===== config.mk =====
export PLATFORM = sky130hd
export DESIGN_NAME = ptu_program_transfer
export DESIGN_NICKNAME = d
export VERILOG_FILES = /design/src/design/ptu_pkg.sv /design/src/design/ptu_program_transfer.sv
export SDC_FILE = /design/constraint.sdc
export NUM_CORES = 1
export LEC_CHECK = 0
export BUFFER_PORTS_ARGS = -buffer_cell sky130_fd_sc_hd__buf_4
export CORE_AREA = 8 8 242 244
export DETAILED_ROUTE_END_ITERATION = 8
export DIE_AREA = 0 0 250 252
export PLACE_DENSITY = 0.64
export SKIP_LAST_GASP = 1
export SLEW_MARGIN = 20
export SYNTH_ARGS = -nofsm -noshare
export SYNTH_HDL_FRONTEND = slang
export SYNTH_SLANG_ARGS = --single-unit

===== constraint.sdc =====
create_clock -name clk -period 5.6 [get_ports clk]
set_input_delay 0.56 -clock clk [delete_from_list [all_inputs] [get_ports clk]]
set_output_delay 0.56 -clock clk [all_outputs]
set_load 0.05 [all_outputs]

===== src/design/ptu_pkg.sv =====
/*
 Program transfer unit package: register map, command and condition codes,
 field positions, reset values and the state carrier.
 Assumes a 32-bit APB register bus and 16-bit processor words.
*/
package ptu_pkg;
    // ==================================================================
    // Register map (byte addresses)
    localparam logic [7:0] OFS_CMD    = 8'h00;
    localparam logic [7:0] OFS_OPA    = 8'h04;
    localparam logic [7:0] OFS_OPB    = 8'h08;
    localparam logic [7:0] OFS_POPV   = 8'h0c;
    localparam logic [7:0] OFS_FLAGS  = 8'h10;
    localparam logic [7:0] OFS_IP     = 8'h14;
    localparam logic [7:0] OFS_CS     = 8'h18;
    localparam logic [7:0] OFS_SP     = 8'h1c;
    localparam logic [7:0] OFS_SS     = 8'h20;
    localparam logic [7:0] OFS_STATUS = 8'h24;

    // ==================================================================
    // Field positions
    localparam int CMD_OP_LSB   = 0;
    localparam int CMD_COND_LSB = 4;
    localparam int CMD_LEN_LSB  = 12;
    localparam int FLG_CARRY    = 0;
    localparam int FLG_ZERO     = 1;
    localparam int FLG_SIGN     = 2;
    localparam int FLG_OVF      = 3;
    localparam int FLG_PARITY   = 4;
    localparam int STS_BUSY     = 0;
    localparam int STS_TAKEN    = 1;
    localparam int STS_ERR      = 2;

    // ==================================================================
    // Reset values and constants
    localparam logic [15:0] IP_RST    = 16'h0000;
    localparam logic [15:0] CS_RST    = 16'h0000;
    localparam logic [15:0] SP_RST    = 16'h0000;
    localparam logic [15:0] SS_RST    = 16'h0000;
    localparam logic [15:0] WORD_STEP = 16'h0002;
    localparam logic [4:0]  COND_LAST = 5'h11;

    // ==================================================================
    // Conditional jump codes
    localparam logic [4:0] C_ABOVE = 5'h00;
    localparam logic [4:0] C_AE    = 5'h01;
    localparam logic [4:0] C_BELOW = 5'h02;
    localparam logic [4:0] C_BE    = 5'h03;
    localparam logic [4:0] C_CARRY = 5'h04;
    localparam logic [4:0] C_ZERO  = 5'h05;
    localparam logic [4:0] C_GT    = 5'h06;
    localparam logic [4:0] C_GE    = 5'h07;
    localparam logic [4:0] C_LT    = 5'h08;
    localparam logic [4:0] C_LE    = 5'h09;
    localparam logic [4:0] C_NCAR  = 5'h0a;
    localparam logic [4:0] C_NZERO = 5'h0b;
    localparam logic [4:0] C_NOVF  = 5'h0c;
    localparam logic [4:0] C_PODD  = 5'h0d;
    localparam logic [4:0] C_NSIGN = 5'h0e;
    localparam logic [4:0] C_OVF   = 5'h0f;
    localparam logic [4:0] C_PEVEN = 5'h10;
    localparam logic [4:0] C_SIGN  = 5'h11;

    // ==================================================================
    // Commands and states
    typedef enum logic [3:0] {
        PTU_NOP       = 4'h0,
        PTU_CALL_REL  = 4'h1,
        PTU_CALL_IND  = 4'h2,
        PTU_CALL_FAR  = 4'h3,
        PTU_CALL_FIND = 4'h4,
        PTU_RET_NEAR  = 4'h5,
        PTU_RET_FAR   = 4'h6,
        PTU_JMP_SHORT = 4'h7,
        PTU_JMP_NEAR  = 4'h8,
        PTU_JMP_IND   = 4'h9,
        PTU_JMP_FAR   = 4'ha,
        PTU_JMP_FIND  = 4'hb,
        PTU_JCC       = 4'hc
    } ptu_cmd_type;

    typedef enum logic [2:0] {
        PTU_IDLE    = 3'h0,
        PTU_PUSH_CS = 3'h1,
        PTU_PUSH_IP = 3'h2,
        PTU_POP_IP  = 3'h3,
        PTU_POP_CS  = 3'h4
    } ptu_state_type;

    // ==================================================================
    // Whole state of the unit
    typedef struct packed {
        ptu_state_type st;
        ptu_cmd_type   cmd;
        logic [15:0]   ip;
        logic [15:0]   cs;
        logic [15:0]   sp;
        logic [15:0]   ss;
        logic [15:0]   opa;
        logic [15:0]   opb;
        logic [15:0]   popv;
        logic [4:0]    flags;
        logic [15:0]   tgt_ip;
        logic [15:0]   tgt_cs;
        logic          busy;
        logic          taken;
        logic          err;
        logic [31:0]   prdata;
        logic          pready;
        logic          pslverr;
        logic          stk_req;
        logic          stk_we;
        logic [19:0]   stk_addr;
        logic [15:0]   stk_wdata;
        logic          flush;
        logic [19:0]   fetch_addr;
    } ptu_state_t_type;
endpackage : ptu_pkg


===== src/design/ptu_program_transfer.sv =====
/*
 Program transfer unit: calls, returns, jumps and conditional jumps.
 Assumes an APB master for commands and a bus interface unit on the same
 clock that answers stack requests with stk_ack and refills the queue on flush.
*/
// Our own choices: register access over APB and the address map.
`timescale 1ns/1ps
module ptu_program_transfer (
    input  wire logic        clk,
    input  wire logic        rst_n,
    input  wire logic        ce,
    input  wire logic        psel,
    input  wire logic        penable,
    input  wire logic        pwrite,
    input  wire logic [7:0]  paddr,
    input  wire logic [31:0] pwdata,
    output logic      [31:0] prdata,
    output logic             pready,
    output logic             pslverr,
    output logic             stk_req,
    output logic             stk_we,
    output logic      [19:0] stk_addr,
    output logic      [15:0] stk_wdata,
    input  wire logic [15:0] stk_rdata,
    input  wire logic        stk_ack,
    output logic             flush,
    output logic      [19:0] fetch_addr,
    output logic             busy
);
    // ==================================================================
    // Helpers
    function automatic logic [19:0] phys(input logic [15:0] seg, input logic [15:0] off);
        phys = {seg, 4'h0} + {4'h0, off};
    endfunction : phys

    function automatic logic mapped(input logic [7:0] a);
        mapped = (a <= ptu_pkg::OFS_STATUS) && (a[1:0] == 2'b00);
    endfunction : mapped

    function automatic logic cond_ok(input logic [4:0] c, input logic [4:0] f);
        logic cy;
        logic zr;
        logic sg;
        logic ov;
        logic pa;
        cy = f[ptu_pkg::FLG_CARRY];
        zr = f[ptu_pkg::FLG_ZERO];
        sg = f[ptu_pkg::FLG_SIGN];
        ov = f[ptu_pkg::FLG_OVF];
        pa = f[ptu_pkg::FLG_PARITY];
        unique case (c)
            ptu_pkg::C_ABOVE: cond_ok = !(cy | zr);
            ptu_pkg::C_AE:    cond_ok = !cy;
            ptu_pkg::C_BELOW: cond_ok = cy;
            ptu_pkg::C_BE:    cond_ok = cy | zr;
            ptu_pkg::C_GT:    cond_ok = !((sg ^ ov) | zr);
            ptu_pkg::C_GE:    cond_ok = !(sg ^ ov);
            ptu_pkg::C_LT:    cond_ok = sg ^ ov;
            ptu_pkg::C_LE:    cond_ok = (sg ^ ov) | zr;
            ptu_pkg::C_CARRY: cond_ok = cy;
            ptu_pkg::C_NCAR:  cond_ok = !cy;
            ptu_pkg::C_ZERO:  cond_ok = zr;
            ptu_pkg::C_NZERO: cond_ok = !zr;
            ptu_pkg::C_OVF:   cond_ok = ov;
            ptu_pkg::C_NOVF:  cond_ok = !ov;
            ptu_pkg::C_PEVEN: cond_ok = pa;
            ptu_pkg::C_PODD:  cond_ok = !pa;
            ptu_pkg::C_SIGN:  cond_ok = sg;
            ptu_pkg::C_NSIGN: cond_ok = !sg;
            default:          cond_ok = 1'b0;
        endcase
    endfunction : cond_ok

    // ==================================================================
    // State and decode
    ptu_pkg::ptu_state_t_type q;
    ptu_pkg::ptu_state_t_type d;
    logic                     go;
    ptu_pkg::ptu_cmd_type     go_cmd;
    logic [4:0]               go_cond;
    logic [15:0]              nip;
    logic                     fin;
    logic [15:0]              fin_ip;
    logic [15:0]              fin_cs;

    // Command word fields and address of the following instruction
    assign go_cmd  = ptu_pkg::ptu_cmd_type'(pwdata[ptu_pkg::CMD_OP_LSB +: 4]);
    assign go_cond = pwdata[ptu_pkg::CMD_COND_LSB +: 5];
    assign nip     = q.ip + {12'h000, pwdata[ptu_pkg::CMD_LEN_LSB +: 4]};
    assign go      = psel && penable && q.pready && pwrite && !q.pslverr
                     && (paddr == ptu_pkg::OFS_CMD);

    // ==================================================================
    // Next-state logic
    always_comb begin
        d        = q;
        d.pready = 1'b0;
        d.flush  = 1'b0;
        fin      = 1'b0;
        fin_ip   = q.ip;
        fin_cs   = q.cs;
        // APB setup phase: answer prepared for the access phase
        if (psel && !penable) begin
            d.pready  = 1'b1;
            d.pslverr = !mapped(paddr)
                        || (pwrite && (q.busy || paddr == ptu_pkg::OFS_STATUS));
            unique case (paddr)
                ptu_pkg::OFS_OPA:    d.prdata = {16'h0000, q.opa};
                ptu_pkg::OFS_OPB:    d.prdata = {16'h0000, q.opb};
                ptu_pkg::OFS_POPV:   d.prdata = {16'h0000, q.popv};
                ptu_pkg::OFS_FLAGS:  d.prdata = {27'h0000000, q.flags};
                ptu_pkg::OFS_IP:     d.prdata = {16'h0000, q.ip};
                ptu_pkg::OFS_CS:     d.prdata = {16'h0000, q.cs};
                ptu_pkg::OFS_SP:     d.prdata = {16'h0000, q.sp};
                ptu_pkg::OFS_SS:     d.prdata = {16'h0000, q.ss};
                ptu_pkg::OFS_STATUS: d.prdata = {29'h00000000, q.err, q.taken, q.busy};
                default:             d.prdata = 32'h00000000;
            endcase
        end
        // APB access phase: register writes, refused while busy
        if (psel && penable && q.pready && pwrite && !q.pslverr) begin
            unique case (paddr)
                ptu_pkg::OFS_OPA:   d.opa   = pwdata[15:0];
                ptu_pkg::OFS_OPB:   d.opb   = pwdata[15:0];
                ptu_pkg::OFS_POPV:  d.popv  = pwdata[15:0];
                ptu_pkg::OFS_FLAGS: d.flags = pwdata[4:0];
                ptu_pkg::OFS_IP:    d.ip    = pwdata[15:0];
                ptu_pkg::OFS_CS:    d.cs    = pwdata[15:0];
                ptu_pkg::OFS_SP:    d.sp    = pwdata[15:0];
                ptu_pkg::OFS_SS:    d.ss    = pwdata[15:0];
                default:            d.err   = q.err;
            endcase
        end
        // Transfer sequencer
        unique case (q.st)
            ptu_pkg::PTU_IDLE: begin
                if (go) begin
                    d.cmd    = go_cmd;
                    d.ip     = nip;
                    d.err    = 1'b0;
                    d.taken  = 1'b0;
                    d.tgt_cs = q.cs;
                    d.tgt_ip = nip + q.opa;
                    if (go_cmd == ptu_pkg::PTU_JMP_SHORT || go_cmd == ptu_pkg::PTU_JCC) begin
                        d.tgt_ip = nip + {{8{q.opa[7]}}, q.opa[7:0]};
                    end
                    if (go_cmd == ptu_pkg::PTU_CALL_IND || go_cmd == ptu_pkg::PTU_JMP_IND) begin
                        d.tgt_ip = q.opa;
                    end
                    if (go_cmd == ptu_pkg::PTU_CALL_FAR || go_cmd == ptu_pkg::PTU_CALL_FIND
                        || go_cmd == ptu_pkg::PTU_JMP_FAR || go_cmd == ptu_pkg::PTU_JMP_FIND) begin
                        d.tgt_ip = q.opa;
                        d.tgt_cs = q.opb;
                    end
                    unique case (go_cmd)
                        ptu_pkg::PTU_CALL_FAR, ptu_pkg::PTU_CALL_FIND: begin
                            d.sp        = q.sp - ptu_pkg::WORD_STEP;
                            d.stk_addr  = phys(q.ss, q.sp - ptu_pkg::WORD_STEP);
                            d.stk_wdata = q.cs;
                            d.stk_we    = 1'b1;
                            d.stk_req   = 1'b1;
                            d.busy      = 1'b1;
                            d.st        = ptu_pkg::PTU_PUSH_CS;
                        end
                        ptu_pkg::PTU_CALL_REL, ptu_pkg::PTU_CALL_IND: begin
                            d.sp        = q.sp - ptu_pkg::WORD_STEP;
                            d.stk_addr  = phys(q.ss, q.sp - ptu_pkg::WORD_STEP);
                            d.stk_wdata = nip;
                            d.stk_we    = 1'b1;
                            d.stk_req   = 1'b1;
                            d.busy      = 1'b1;
                            d.st        = ptu_pkg::PTU_PUSH_IP;
                        end
                        ptu_pkg::PTU_RET_NEAR, ptu_pkg::PTU_RET_FAR: begin
                            d.stk_addr = phys(q.ss, q.sp);
                            d.stk_we   = 1'b0;
                            d.stk_req  = 1'b1;
                            d.busy     = 1'b1;
                            d.st       = ptu_pkg::PTU_POP_IP;
                        end
                        ptu_pkg::PTU_JMP_SHORT, ptu_pkg::PTU_JMP_NEAR, ptu_pkg::PTU_JMP_IND,
                        ptu_pkg::PTU_JMP_FAR, ptu_pkg::PTU_JMP_FIND: begin
                            fin    = 1'b1;
                            fin_ip = d.tgt_ip;
                            fin_cs = d.tgt_cs;
                        end
                        ptu_pkg::PTU_JCC: begin
                            if (go_cond > ptu_pkg::COND_LAST) begin
                                d.err = 1'b1;
                                d.ip  = q.ip;
                            end else if (cond_ok(go_cond, q.flags)) begin
                                fin    = 1'b1;
                                fin_ip = d.tgt_ip;
                                fin_cs = q.cs;
                            end
                        end
                        ptu_pkg::PTU_NOP: begin
                            d.ip = q.ip;
                        end
                        default: begin
                            d.err = 1'b1;
                            d.ip  = q.ip;
                        end
                    endcase
                end
            end
            ptu_pkg::PTU_PUSH_CS: begin
                if (stk_ack) begin
                    d.cs        = q.tgt_cs;
                    d.sp        = q.sp - ptu_pkg::WORD_STEP;
                    d.stk_addr  = phys(q.ss, q.sp - ptu_pkg::WORD_STEP);
                    d.stk_wdata = q.ip;
                    d.st        = ptu_pkg::PTU_PUSH_IP;
                end
            end
            ptu_pkg::PTU_PUSH_IP: begin
                if (stk_ack) begin
                    d.stk_req = 1'b0;
                    fin       = 1'b1;
                    fin_ip    = q.tgt_ip;
                    fin_cs    = q.cs;
                end
            end
            ptu_pkg::PTU_POP_IP: begin
                if (stk_ack) begin
                    if (q.cmd == ptu_pkg::PTU_RET_FAR) begin
                        d.ip       = stk_rdata;
                        d.sp       = q.sp + ptu_pkg::WORD_STEP;
                        d.stk_addr = phys(q.ss, q.sp + ptu_pkg::WORD_STEP);
                        d.st       = ptu_pkg::PTU_POP_CS;
                    end else begin
                        d.stk_req = 1'b0;
                        d.sp      = q.sp + ptu_pkg::WORD_STEP + q.popv;
                        fin       = 1'b1;
                        fin_ip    = stk_rdata;
                        fin_cs    = q.cs;
                    end
                end
            end
            ptu_pkg::PTU_POP_CS: begin
                if (stk_ack) begin
                    d.stk_req = 1'b0;
                    d.sp      = q.sp + ptu_pkg::WORD_STEP + q.popv;
                    fin       = 1'b1;
                    fin_ip    = q.ip;
                    fin_cs    = stk_rdata;
                end
            end
            default: begin
                d.st      = ptu_pkg::PTU_IDLE;
                d.stk_req = 1'b0;
                d.busy    = 1'b0;
            end
        endcase
        // Completion: new fetch address and queue flush
        if (fin) begin
            d.ip         = fin_ip;
            d.cs         = fin_cs;
            d.taken      = 1'b1;
            d.busy       = 1'b0;
            d.st         = ptu_pkg::PTU_IDLE;
            d.flush      = 1'b1;
            d.fetch_addr = phys(fin_cs, fin_ip);
        end
    end

    // ==================================================================
    // State register
    always_ff @(posedge clk or negedge rst_n) begin
        if (!rst_n) begin
            q        <= '0;
            q.st     <= ptu_pkg::PTU_IDLE;
            q.cmd    <= ptu_pkg::PTU_NOP;
            q.ip     <= ptu_pkg::IP_RST;
            q.cs     <= ptu_pkg::CS_RST;
            q.sp     <= ptu_pkg::SP_RST;
            q.ss     <= ptu_pkg::SS_RST;
        end else if (ce) begin
            q <= d;
        end
    end

    // Outputs straight from the state register
    assign prdata     = q.prdata;
    assign pready     = q.pready;
    assign pslverr    = q.pslverr;
    assign stk_req    = q.stk_req;
    assign stk_we     = q.stk_we;
    assign stk_addr   = q.stk_addr;
    assign stk_wdata  = q.stk_wdata;
    assign flush      = q.flush;
    assign fetch_addr = q.fetch_addr;
    assign busy       = q.busy;

    // ==================================================================
    // Assertions
    property p_stack_addr;
        @(posedge clk) disable iff (!rst_n)
        stk_req |-> stk_addr == phys(q.ss, q.sp);
    endproperty
    a_stack_addr: assert property (p_stack_addr) else $error("stack address not at pointer");

    property p_near_call_push;
        @(posedge clk) disable iff (!rst_n)
        ce && go && !q.busy && go_cmd == ptu_pkg::PTU_CALL_REL
        |=> q.sp == $past(q.sp) - 16'h0002 && stk_we && stk_wdata == $past(nip);
    endproperty
    a_near_call_push: assert property (p_near_call_push) else $error("near call push wrong");

    property p_saved_next;
        @(posedge clk) disable iff (!rst_n)
        q.st == ptu_pkg::PTU_PUSH_IP |-> stk_wdata == q.ip;
    endproperty
    a_saved_next: assert property (p_saved_next) else $error("saved pointer not next");

    property p_ret_pop;
        @(posedge clk) disable iff (!rst_n)
        ce && q.st == ptu_pkg::PTU_POP_IP && stk_ack
        |=> q.ip == $past(stk_rdata);
    endproperty
    a_ret_pop: assert property (p_ret_pop) else $error("return pointer not popped");

    property p_far_ret_seg;
        @(posedge clk) disable iff (!rst_n)
        ce && q.st == ptu_pkg::PTU_POP_CS && stk_ack
        |=> q.cs == $past(stk_rdata) && q.sp == $past(q.sp) + 16'h0002 + $past(q.popv);
    endproperty
    a_far_ret_seg: assert property (p_far_ret_seg) else $error("far return wrong");

    property p_pop_value;
        @(posedge clk) disable iff (!rst_n)
        ce && q.st == ptu_pkg::PTU_POP_IP && stk_ack && q.cmd == ptu_pkg::PTU_RET_NEAR
        |=> q.sp == $past(q.sp) + 16'h0002 + $past(q.popv);
    endproperty
    a_pop_value: assert property (p_pop_value) else $error("pop value not applied");

    property p_jump_no_stack;
        @(posedge clk) disable iff (!rst_n)
        ce && go && !q.busy && go_cmd >= ptu_pkg::PTU_JMP_SHORT
        |=> $stable(q.sp) && !stk_req && !busy;
    endproperty
    a_jump_no_stack: assert property (p_jump_no_stack) else $error("jump touched stack");

    property p_cond_fall;
        @(posedge clk) disable iff (!rst_n)
        ce && go && !q.busy && go_cmd == ptu_pkg::PTU_JCC && go_cond <= ptu_pkg::COND_LAST
        && !cond_ok(go_cond, q.flags) |=> q.ip == $past(nip) && !flush;
    endproperty
    a_cond_fall: assert property (p_cond_fall) else $error("false condition jumped");

    property p_flush_addr;
        @(posedge clk) disable iff (!rst_n)
        flush |-> fetch_addr == phys(q.cs, q.ip) && !busy;
    endproperty
    a_flush_addr: assert property (p_flush_addr) else $error("flush address wrong");

    property p_flags_kept;
        @(posedge clk) disable iff (!rst_n)
        q.busy |=> $stable(q.flags);
    endproperty
    a_flags_kept: assert property (p_flags_kept) else $error("flags changed in transfer");
endmodule : ptu_program_transfer


; After elaboration in Yosys (flattened, before gate mapping)
; Cells that the tools add are included.
[op_classes]
magnitude_cmp = 2
n_addsub = 10
n_bitwise = 4
n_mux = 80
n_reduce_logical = 64
eq_ne = 61
[ops]
columns = operator, count
row1 = two-way mux 16 bit, 27
row2 = one-hot mux 16 bit (2 select lines), 6
row3 = one-hot mux 16 bit (9 select lines), 1
row4 = two-way mux 117 bit, 1
row5 = two-way mux 32 bit, 3
row6 = adder 20 x 16 -> 20 bit, 4
row7 = one-hot mux 16 bit (4 select lines), 1
row8 = one-hot mux 20 bit (3 select lines), 1
row9 = adder 16 bit, 3
row10 = one-hot mux 16 bit (3 select lines), 1
row11 = one-hot mux 22 bit (2 select lines), 1
row12 = "equality test 5 x 4 -> 1 bit, second input constant", 8
row13 = two-way mux 20 bit, 2
row14 = two-way mux 38 bit, 1
row15 = two-way mux 36 bit, 1
row16 = "equality test 8 x 5 -> 1 bit, second input constant", 4
row17 = AND reduction 3 bit, 8
row18 = two-way mux 23 bit, 1
row19 = two-way mux 21 bit, 1
row20 = AND reduction 7 bit, 3
row21 = "equality test 4 x 3 -> 1 bit, second input constant", 5
row22 = "equality test 4 bit, second input constant", 5
row23 = "equality test 5 x 3 -> 1 bit, second input constant", 4
row24 = "adder 16 x 2 -> 16 bit, second input constant", 1
row25 = 54 further kinds, 128
[totals]
wordCells = 245
regBits = 236
output_inout_bits = 94

; Logic depth before layout (Yosys ltp)
[depth]
word_depth = 15
mapped_depth = 26

; Least setup slack after synthesis
; No wires, ideal clock.
[synth_timing]
path_type = input to register
from = in pwdata[12]
to = reg q, in the netlist fetch_addr[19]
setup_slack_ns = 0.294
required_time_ns = 5.467
cell_stages = 22
setup_ns = 0.133
arrival_time_ns = 5.173
path_cell_list = ha_1 fa_1 a21o_1 a21oi_1 nor2_1 xor2_1 ha_1 or3_1 o21ai_0 nor4_1 or3_1 o21ai_0 a2bb2oi_1 ha_1 nand3_1 o211ai_1 o41ai_1 nor3_1 or3_1 nand4_1 xor2_1 o21ai_0
[synth_via]
elab_chain_len = 11
elab_cells_between_ends = 12
[synth_lines]
columns = item, line_no
row1 = start: declaration, ptu_program_transfer.sv:16  ; input wire logic [31:0] pwdata,
row2 = adder 16 x 4 -> 16 bit *, ptu_program_transfer.sv:89  ; assign nip = q.ip + {12'h000, pwdata[ptu_pkg::CMD_LEN_LSB +: 4]};
row3 = adder 16 bit (on tied branches), "ptu_program_transfer.sv:143, ptu_program_transfer.sv:145"
row4 = two-way mux 16 bit *, ptu_program_transfer.sv:144  ; if (go_cmd == ptu_pkg::PTU_JMP_SHORT || go_cmd == ptu_pkg::PTU_JCC) begin
row5 = two-way mux 16 bit *, ptu_program_transfer.sv:147  ; if (go_cmd == ptu_pkg::PTU_CALL_IND || go_cmd == ptu_pkg::PTU_JMP_IND) begin
row6 = two-way mux 32 bit *, ptu_program_transfer.sv:150  ; if (go_cmd == ptu_pkg::PTU_CALL_FAR || go_cmd == ptu_pkg::PTU_CALL_FIND
row7 = two-way mux 16 bit, ptu_program_transfer.sv:191  ; end else if (cond_ok(go_cond, q.flags)) begin
row8 = two-way mux 16 bit, ptu_program_transfer.sv:188  ; if (go_cond > ptu_pkg::COND_LAST) begin
row9 = one-hot mux 16 bit (2 select lines) *, ptu_program_transfer.sv:155  ; unique case (go_cmd)
row10 = two-way mux 16 bit *, ptu_program_transfer.sv:137  ; if (go) begin
row11 = one-hot mux 16 bit (3 select lines) *, ptu_program_transfer.sv:135  ; unique case (q.st)
row12 = adder 20 x 16 -> 20 bit *, ptu_program_transfer.sv:33  ; phys = {seg, 4'h0} + {4'h0, off};
row13 = end: declaration, ptu_program_transfer.sv:76  ; ptu_pkg::ptu_state_t_type q;
; Mark *: on every way between the ends. The rest lies on a longest branch, timed or not.
; A chain may end at the register's enable or synchronous reset.

; Final worst setup path
[layout_timing]
from = reg q[229] in the netlist's numbering
to = reg q, in the netlist fetch_addr[19]
[layout_via]
elab_chain_len = 11
elab_cells_between_ends = 15
[layout_lines]
columns = item, line_no
row1 = adder 16 x 4 -> 16 bit, ptu_program_transfer.sv:89
row2 = adder 16 bit (on tied branches), "ptu_program_transfer.sv:143, ptu_program_transfer.sv:145"
row3 = two-way mux 16 bit, ptu_program_transfer.sv:144
row4 = two-way mux 16 bit, ptu_program_transfer.sv:147
row5 = two-way mux 32 bit, ptu_program_transfer.sv:150
row6 = two-way mux 16 bit, ptu_program_transfer.sv:191
row7 = two-way mux 16 bit, ptu_program_transfer.sv:188
row8 = one-hot mux 16 bit (2 select lines), ptu_program_transfer.sv:155
row9 = two-way mux 16 bit, ptu_program_transfer.sv:137
row10 = one-hot mux 16 bit (3 select lines) *, ptu_program_transfer.sv:135
row11 = adder 20 x 16 -> 20 bit *, ptu_program_transfer.sv:33
; Marks and branches as above.

==> summary by stage <==
CTS
TritonCTS created 30 clock buffers. In this run the number of H-tree levels came out at 1. The later pin in the worst-skew pair is clocked with a latency of 0.60 ns.

The number of buffers on the longest clock path is 3. CTS placed an instance of clkbuf_16 at the clock tree root. The TritonCTS clock tree is built.

The clock-pin transition on the worst setup and hold timing paths is 0.06 ns. Counting every sink on the clock net gives 236.

Yosys
The area of the mapped netlist is 20,000 um^2. After synthesis, the largest family of logic cells by area is compound AO/OA/AOI/OAI gates. The area share of and/or/nand/nor cells after synthesis is 17.4%. The Yosys step of the flow raised 0 warnings. The netlist uses 86 different library cells. The area fraction of the dominant cell type after synthesis is 29.5%. The biggest area contributor in the post-synthesis netlist is dfrtp_1.

The post-synthesis sequential area ratio is 29.5%. The fraction of synthesized cell area in xor and xnor cells is 4.37%. Counting flops with an async set or reset pin after synthesis yields a share of 100%.

For this run, the leading register cell type out of synthesis is dfrtp_1. After synthesis, the share of cell area in mux cells is 11.1%. The total of flip-flops plus latches after synthesis is 236. After technology mapping, the gate count stands at 2,446. Summing the areas of all compound-gate instances in the mapped netlist gives 24.1% of the synthesized area. The average cell area after synthesis is 8.19 um^2.

The fraction of the mapped netlist area in adder cells is 6.01%. Yosys attributes the largest share of cell area to dfrtp_1 29%, mux2i_1 6.8%, nand2_1 6.2%. In this run, synthesis inferred 0 flip-flops with an integrated enable.

Finish
Measured on the finished design, the core utilization comes to 42.2%. Compared with the post-synthesis result, the final layout area differs by 15.2%. For this run, the post-layout net count is 2,691.

The layout has 5,515 filler cells. The final standard cell count with taps included and fillers excluded is 3,264. Cells with a size suffix above 1 make up 18.5% of the layout.

Timing
The maximum clock rate is 189 MHz. Measured against its own limit, the worst slew margin works out to 24.5%. The total negative setup slack is 0 ns.

The final hold violation count was 0. The clock arrives with 0.0166 ns of skew. The transition time of the tightest slew-check pin is 1.13 ns. Hold timing on the final database bottoms out at a slack of 0.266 ns. After layout, the worst path uses 94.5% of the clock period.

The final critical-path setup slack is 0.306 ns. Setup violations remaining at the end of the flow were counted as 0. The worst path in the final design needs a cycle of 5.29 ns, including I/O delays and setup.

The max-slew violation count is 0.

Run status
The checks that failed: design-rule violations. The flow ran to the end, but the final reports show violations.

Global routing
The pin count of the biggest net entering global routing is 157. The via count of the first global-routing pass was 19,507. The first-pass GRT wire length is 132,000 um. Global routing used 27.6% of the available tracks across all layers. The overall overflow remaining after global route is 0.

The number of antenna violations at the first check in global routing is 3.

Setup path
On the worst path, the slowest cell contributes a delay of 0.39 ns. The most numerous cell type found on the critical path is buf_4. STA classifies the critical path endpoint as a flop.

The signal arrival time at the worst endpoint is 5.75 ns. The type of the worst setup path is reg2reg. The startpoint type of the worst setup path is a flop.

The critical path's slowest cell is fa_1. Data on the critical path is required at its endpoint by 6.06 ns. The biggest fanout along the worst timing path is 4.

Route
The pre-antenna-repair detailed-routing pass consisted of 9 iterations. The wire length reported by the detailed router is 91,300 um. The routed layout has 20,528 vias. After detailed routing, the average wire length per cell comes to 28.0 um. For this run, design rule violations remaining after detail routing come to 6. The post-route antenna net violation count is 0. The via density per instance is 6.29. After the first detailed-routing iteration, the DRC count stood at 2,322.

Run
Across the run, the number of max-cap violations was 0.

Worst hold path
In this run the worst hold path is classified as in2reg.

Floorplanning
The starting utilization of the core area is 36.6%. The height of the chip is 252 um. The area of the core is 54,700 um^2. The width of the die is 250 um. 157 I/O pins were placed. The floorplan has 86 rows. The floorplan step defined a die boundary enclosing 63,000 um^2.

Power
The worst supply voltage drop on vdd is 0.232 mV. In this run the power density over the cells is 224 nW/um^2. For this design the static power due to leakage is 10.5 nW.

Placed design
Once placement completed, the tool counted placed cells totaling 3,205. In this run the tool buffered the top-level ports with 124 buffer cells. The detailed placer's ending HPWL is 68,400 um. The congestion estimate from routability-driven global placement came to 1.01. Before CTS, the worst setup slack after placement is -0.0824 ns.
## routing by layer
metal / part of all wire [%] / GRT usage [%]
met1: 42 / 37.3
met2: 43 / 42.7
met3: 9.8 / 5.49
met4: 5.0 / 12.1
met5: 0.013 / 0
## critical path: cells and delay by family, from the launching register on
family,cells,cell delay [ns]
AO/OA/AOI/OAI,8,1.28
adder cells (fa/ha/maj),4,1.18
AND/OR/NAND/NOR,5,0.76
buffers and inverters,4,0.72
XOR/XNOR,3,0.54
flip-flops,1,0.38
multiplexers,1,0.27
## metrics by stage
step	cell area [um^2]	total power [mW]
2_1_floorplan	20100	2.63
3_3_place_gp	22000	3.09
3_5_place_dp	22000	3.11
4_1_cts	23000	5.17
5_1_grt	23100	5.35
6_report	23100	5.18
## cell families after synthesis
family	count (synthesis)
compound gates	744
xor+xnor	100
fa+ha+maj	92
buf+inv	308
flops	236
mux	213
other cells	1
simple gates	752
## cell usage in the layout, fill, tap and decap left out, drive strengths merged, types with 20 or more instances in the layout
cell type	count
a21o	27
a21oi	152
a221o	28
a221oi	23
a31oi	28
buf	300
clkbuf	34
dfrtp	236
ha	85
inv	50
mux2	77
mux2i	136
nand2	331
nand2b	27
nand3	47
nor2	160
nor2b	21
nor3	33
o21a	32
o21ai	246
o221ai	20
o22ai	23
or3	28
xnor2	59
xor2	41
## timing repair
item | in CTS | in global routing
endpoints found under the hold margin | 6 | 0
setup endpoints to repair | 0 | 6
hold buffers | 1 | 0
gates resized for setup | 0 | 12
setup buffers | 0 | 2
## report_power, final
| group | switching (mW) | leakage [nW] | internal [mW] | total [mW] |
|---|---|---|---|---|
| sequential | 0.147 | 3.16 | 1.75 | 1.89 |
| combinational | 0.763 | 6.87 | 0.475 | 1.24 |
| clock | 0.864 | 0.472 | 1.19 | 2.05 |
| total | 1.77 | 10.5 | 3.41 | 5.18 |
## synthesized netlist by cell type, types with 10 or more instances
| cell type | count |
|---|---|
| inv_1 | 49 |
| a21oi_1 | 152 |
| o21ai_1 | 16 |
| nand2_1 | 331 |
| nand3b_1 | 10 |
| o21a_1 | 32 |
| a21o_1 | 27 |
| mux2i_1 | 136 |
| o221ai_1 | 20 |
| o31ai_1 | 10 |
| or3_1 | 28 |
| ha_1 | 85 |
| clkbuf_1 | 147 |
| buf_4 | 88 |
| nor2_1 | 160 |
| xor2_1 | 41 |
| a211oi_1 | 15 |
| xnor2_1 | 59 |
| dfrtp_1 | 236 |
| a221oi_1 | 23 |
| nand3_1 | 47 |
| o211ai_1 | 17 |
| o21ai_0 | 229 |
| buf_1 | 16 |
| and2_1 | 10 |
| o22ai_1 | 23 |
| mux2_2 | 76 |
| nor3_1 | 33 |
| nor2b_1 | 21 |
| a221o_1 | 28 |
| nand4_1 | 17 |
| a31oi_1 | 28 |
| and3_1 | 17 |
| a22oi_1 | 12 |
| nand2b_1 | 27 |
## state kept, by name, indices dropped and copies added (netlist names)
signal      cells
stk_req         1
pslverr         1
stk_wdata      16
stk_we          1
fetch_addr     20
stk_addr       20
prdata         16
busy            1
flush           1
q             158
pready          1
## final timing paths
check                      startpoint        endpoint  slack (ns)  cells past startpoint
max                            q[229]  fetch_addr[19]        0.31                     25
min                            pwrite         pslverr        0.27                      3
max reg2reg                    q[229]  fetch_addr[19]        0.31                     25
min reg2reg                prdata[11]      prdata[11]        0.48                      2
max in group asynchronous       rst_n  fetch_addr[12]        3.63                      3
min in group asynchronous       rst_n    stk_addr[13]        0.51                      2
## cell type report
| class | count | area [um^2] | area share [%] |
|---|---|---|---|
| multi-input combinational | 1917 | 12800 | 55.4 |
| tap | 704 | 881 | 3.82 |
| inverter | 50 | 188 | 0.813 |
| clock inverter | 21 | 214 | 0.927 |
| antenna | 1 | 2.50 | 0.0108 |
| timing repair buffer | 301 | 2280 | 9.89 |
| sequential | 236 | 5910 | 25.6 |
| clock buffer | 34 | 817 | 3.54 |
No activity file was read; power rests on OpenSTA's default activity.
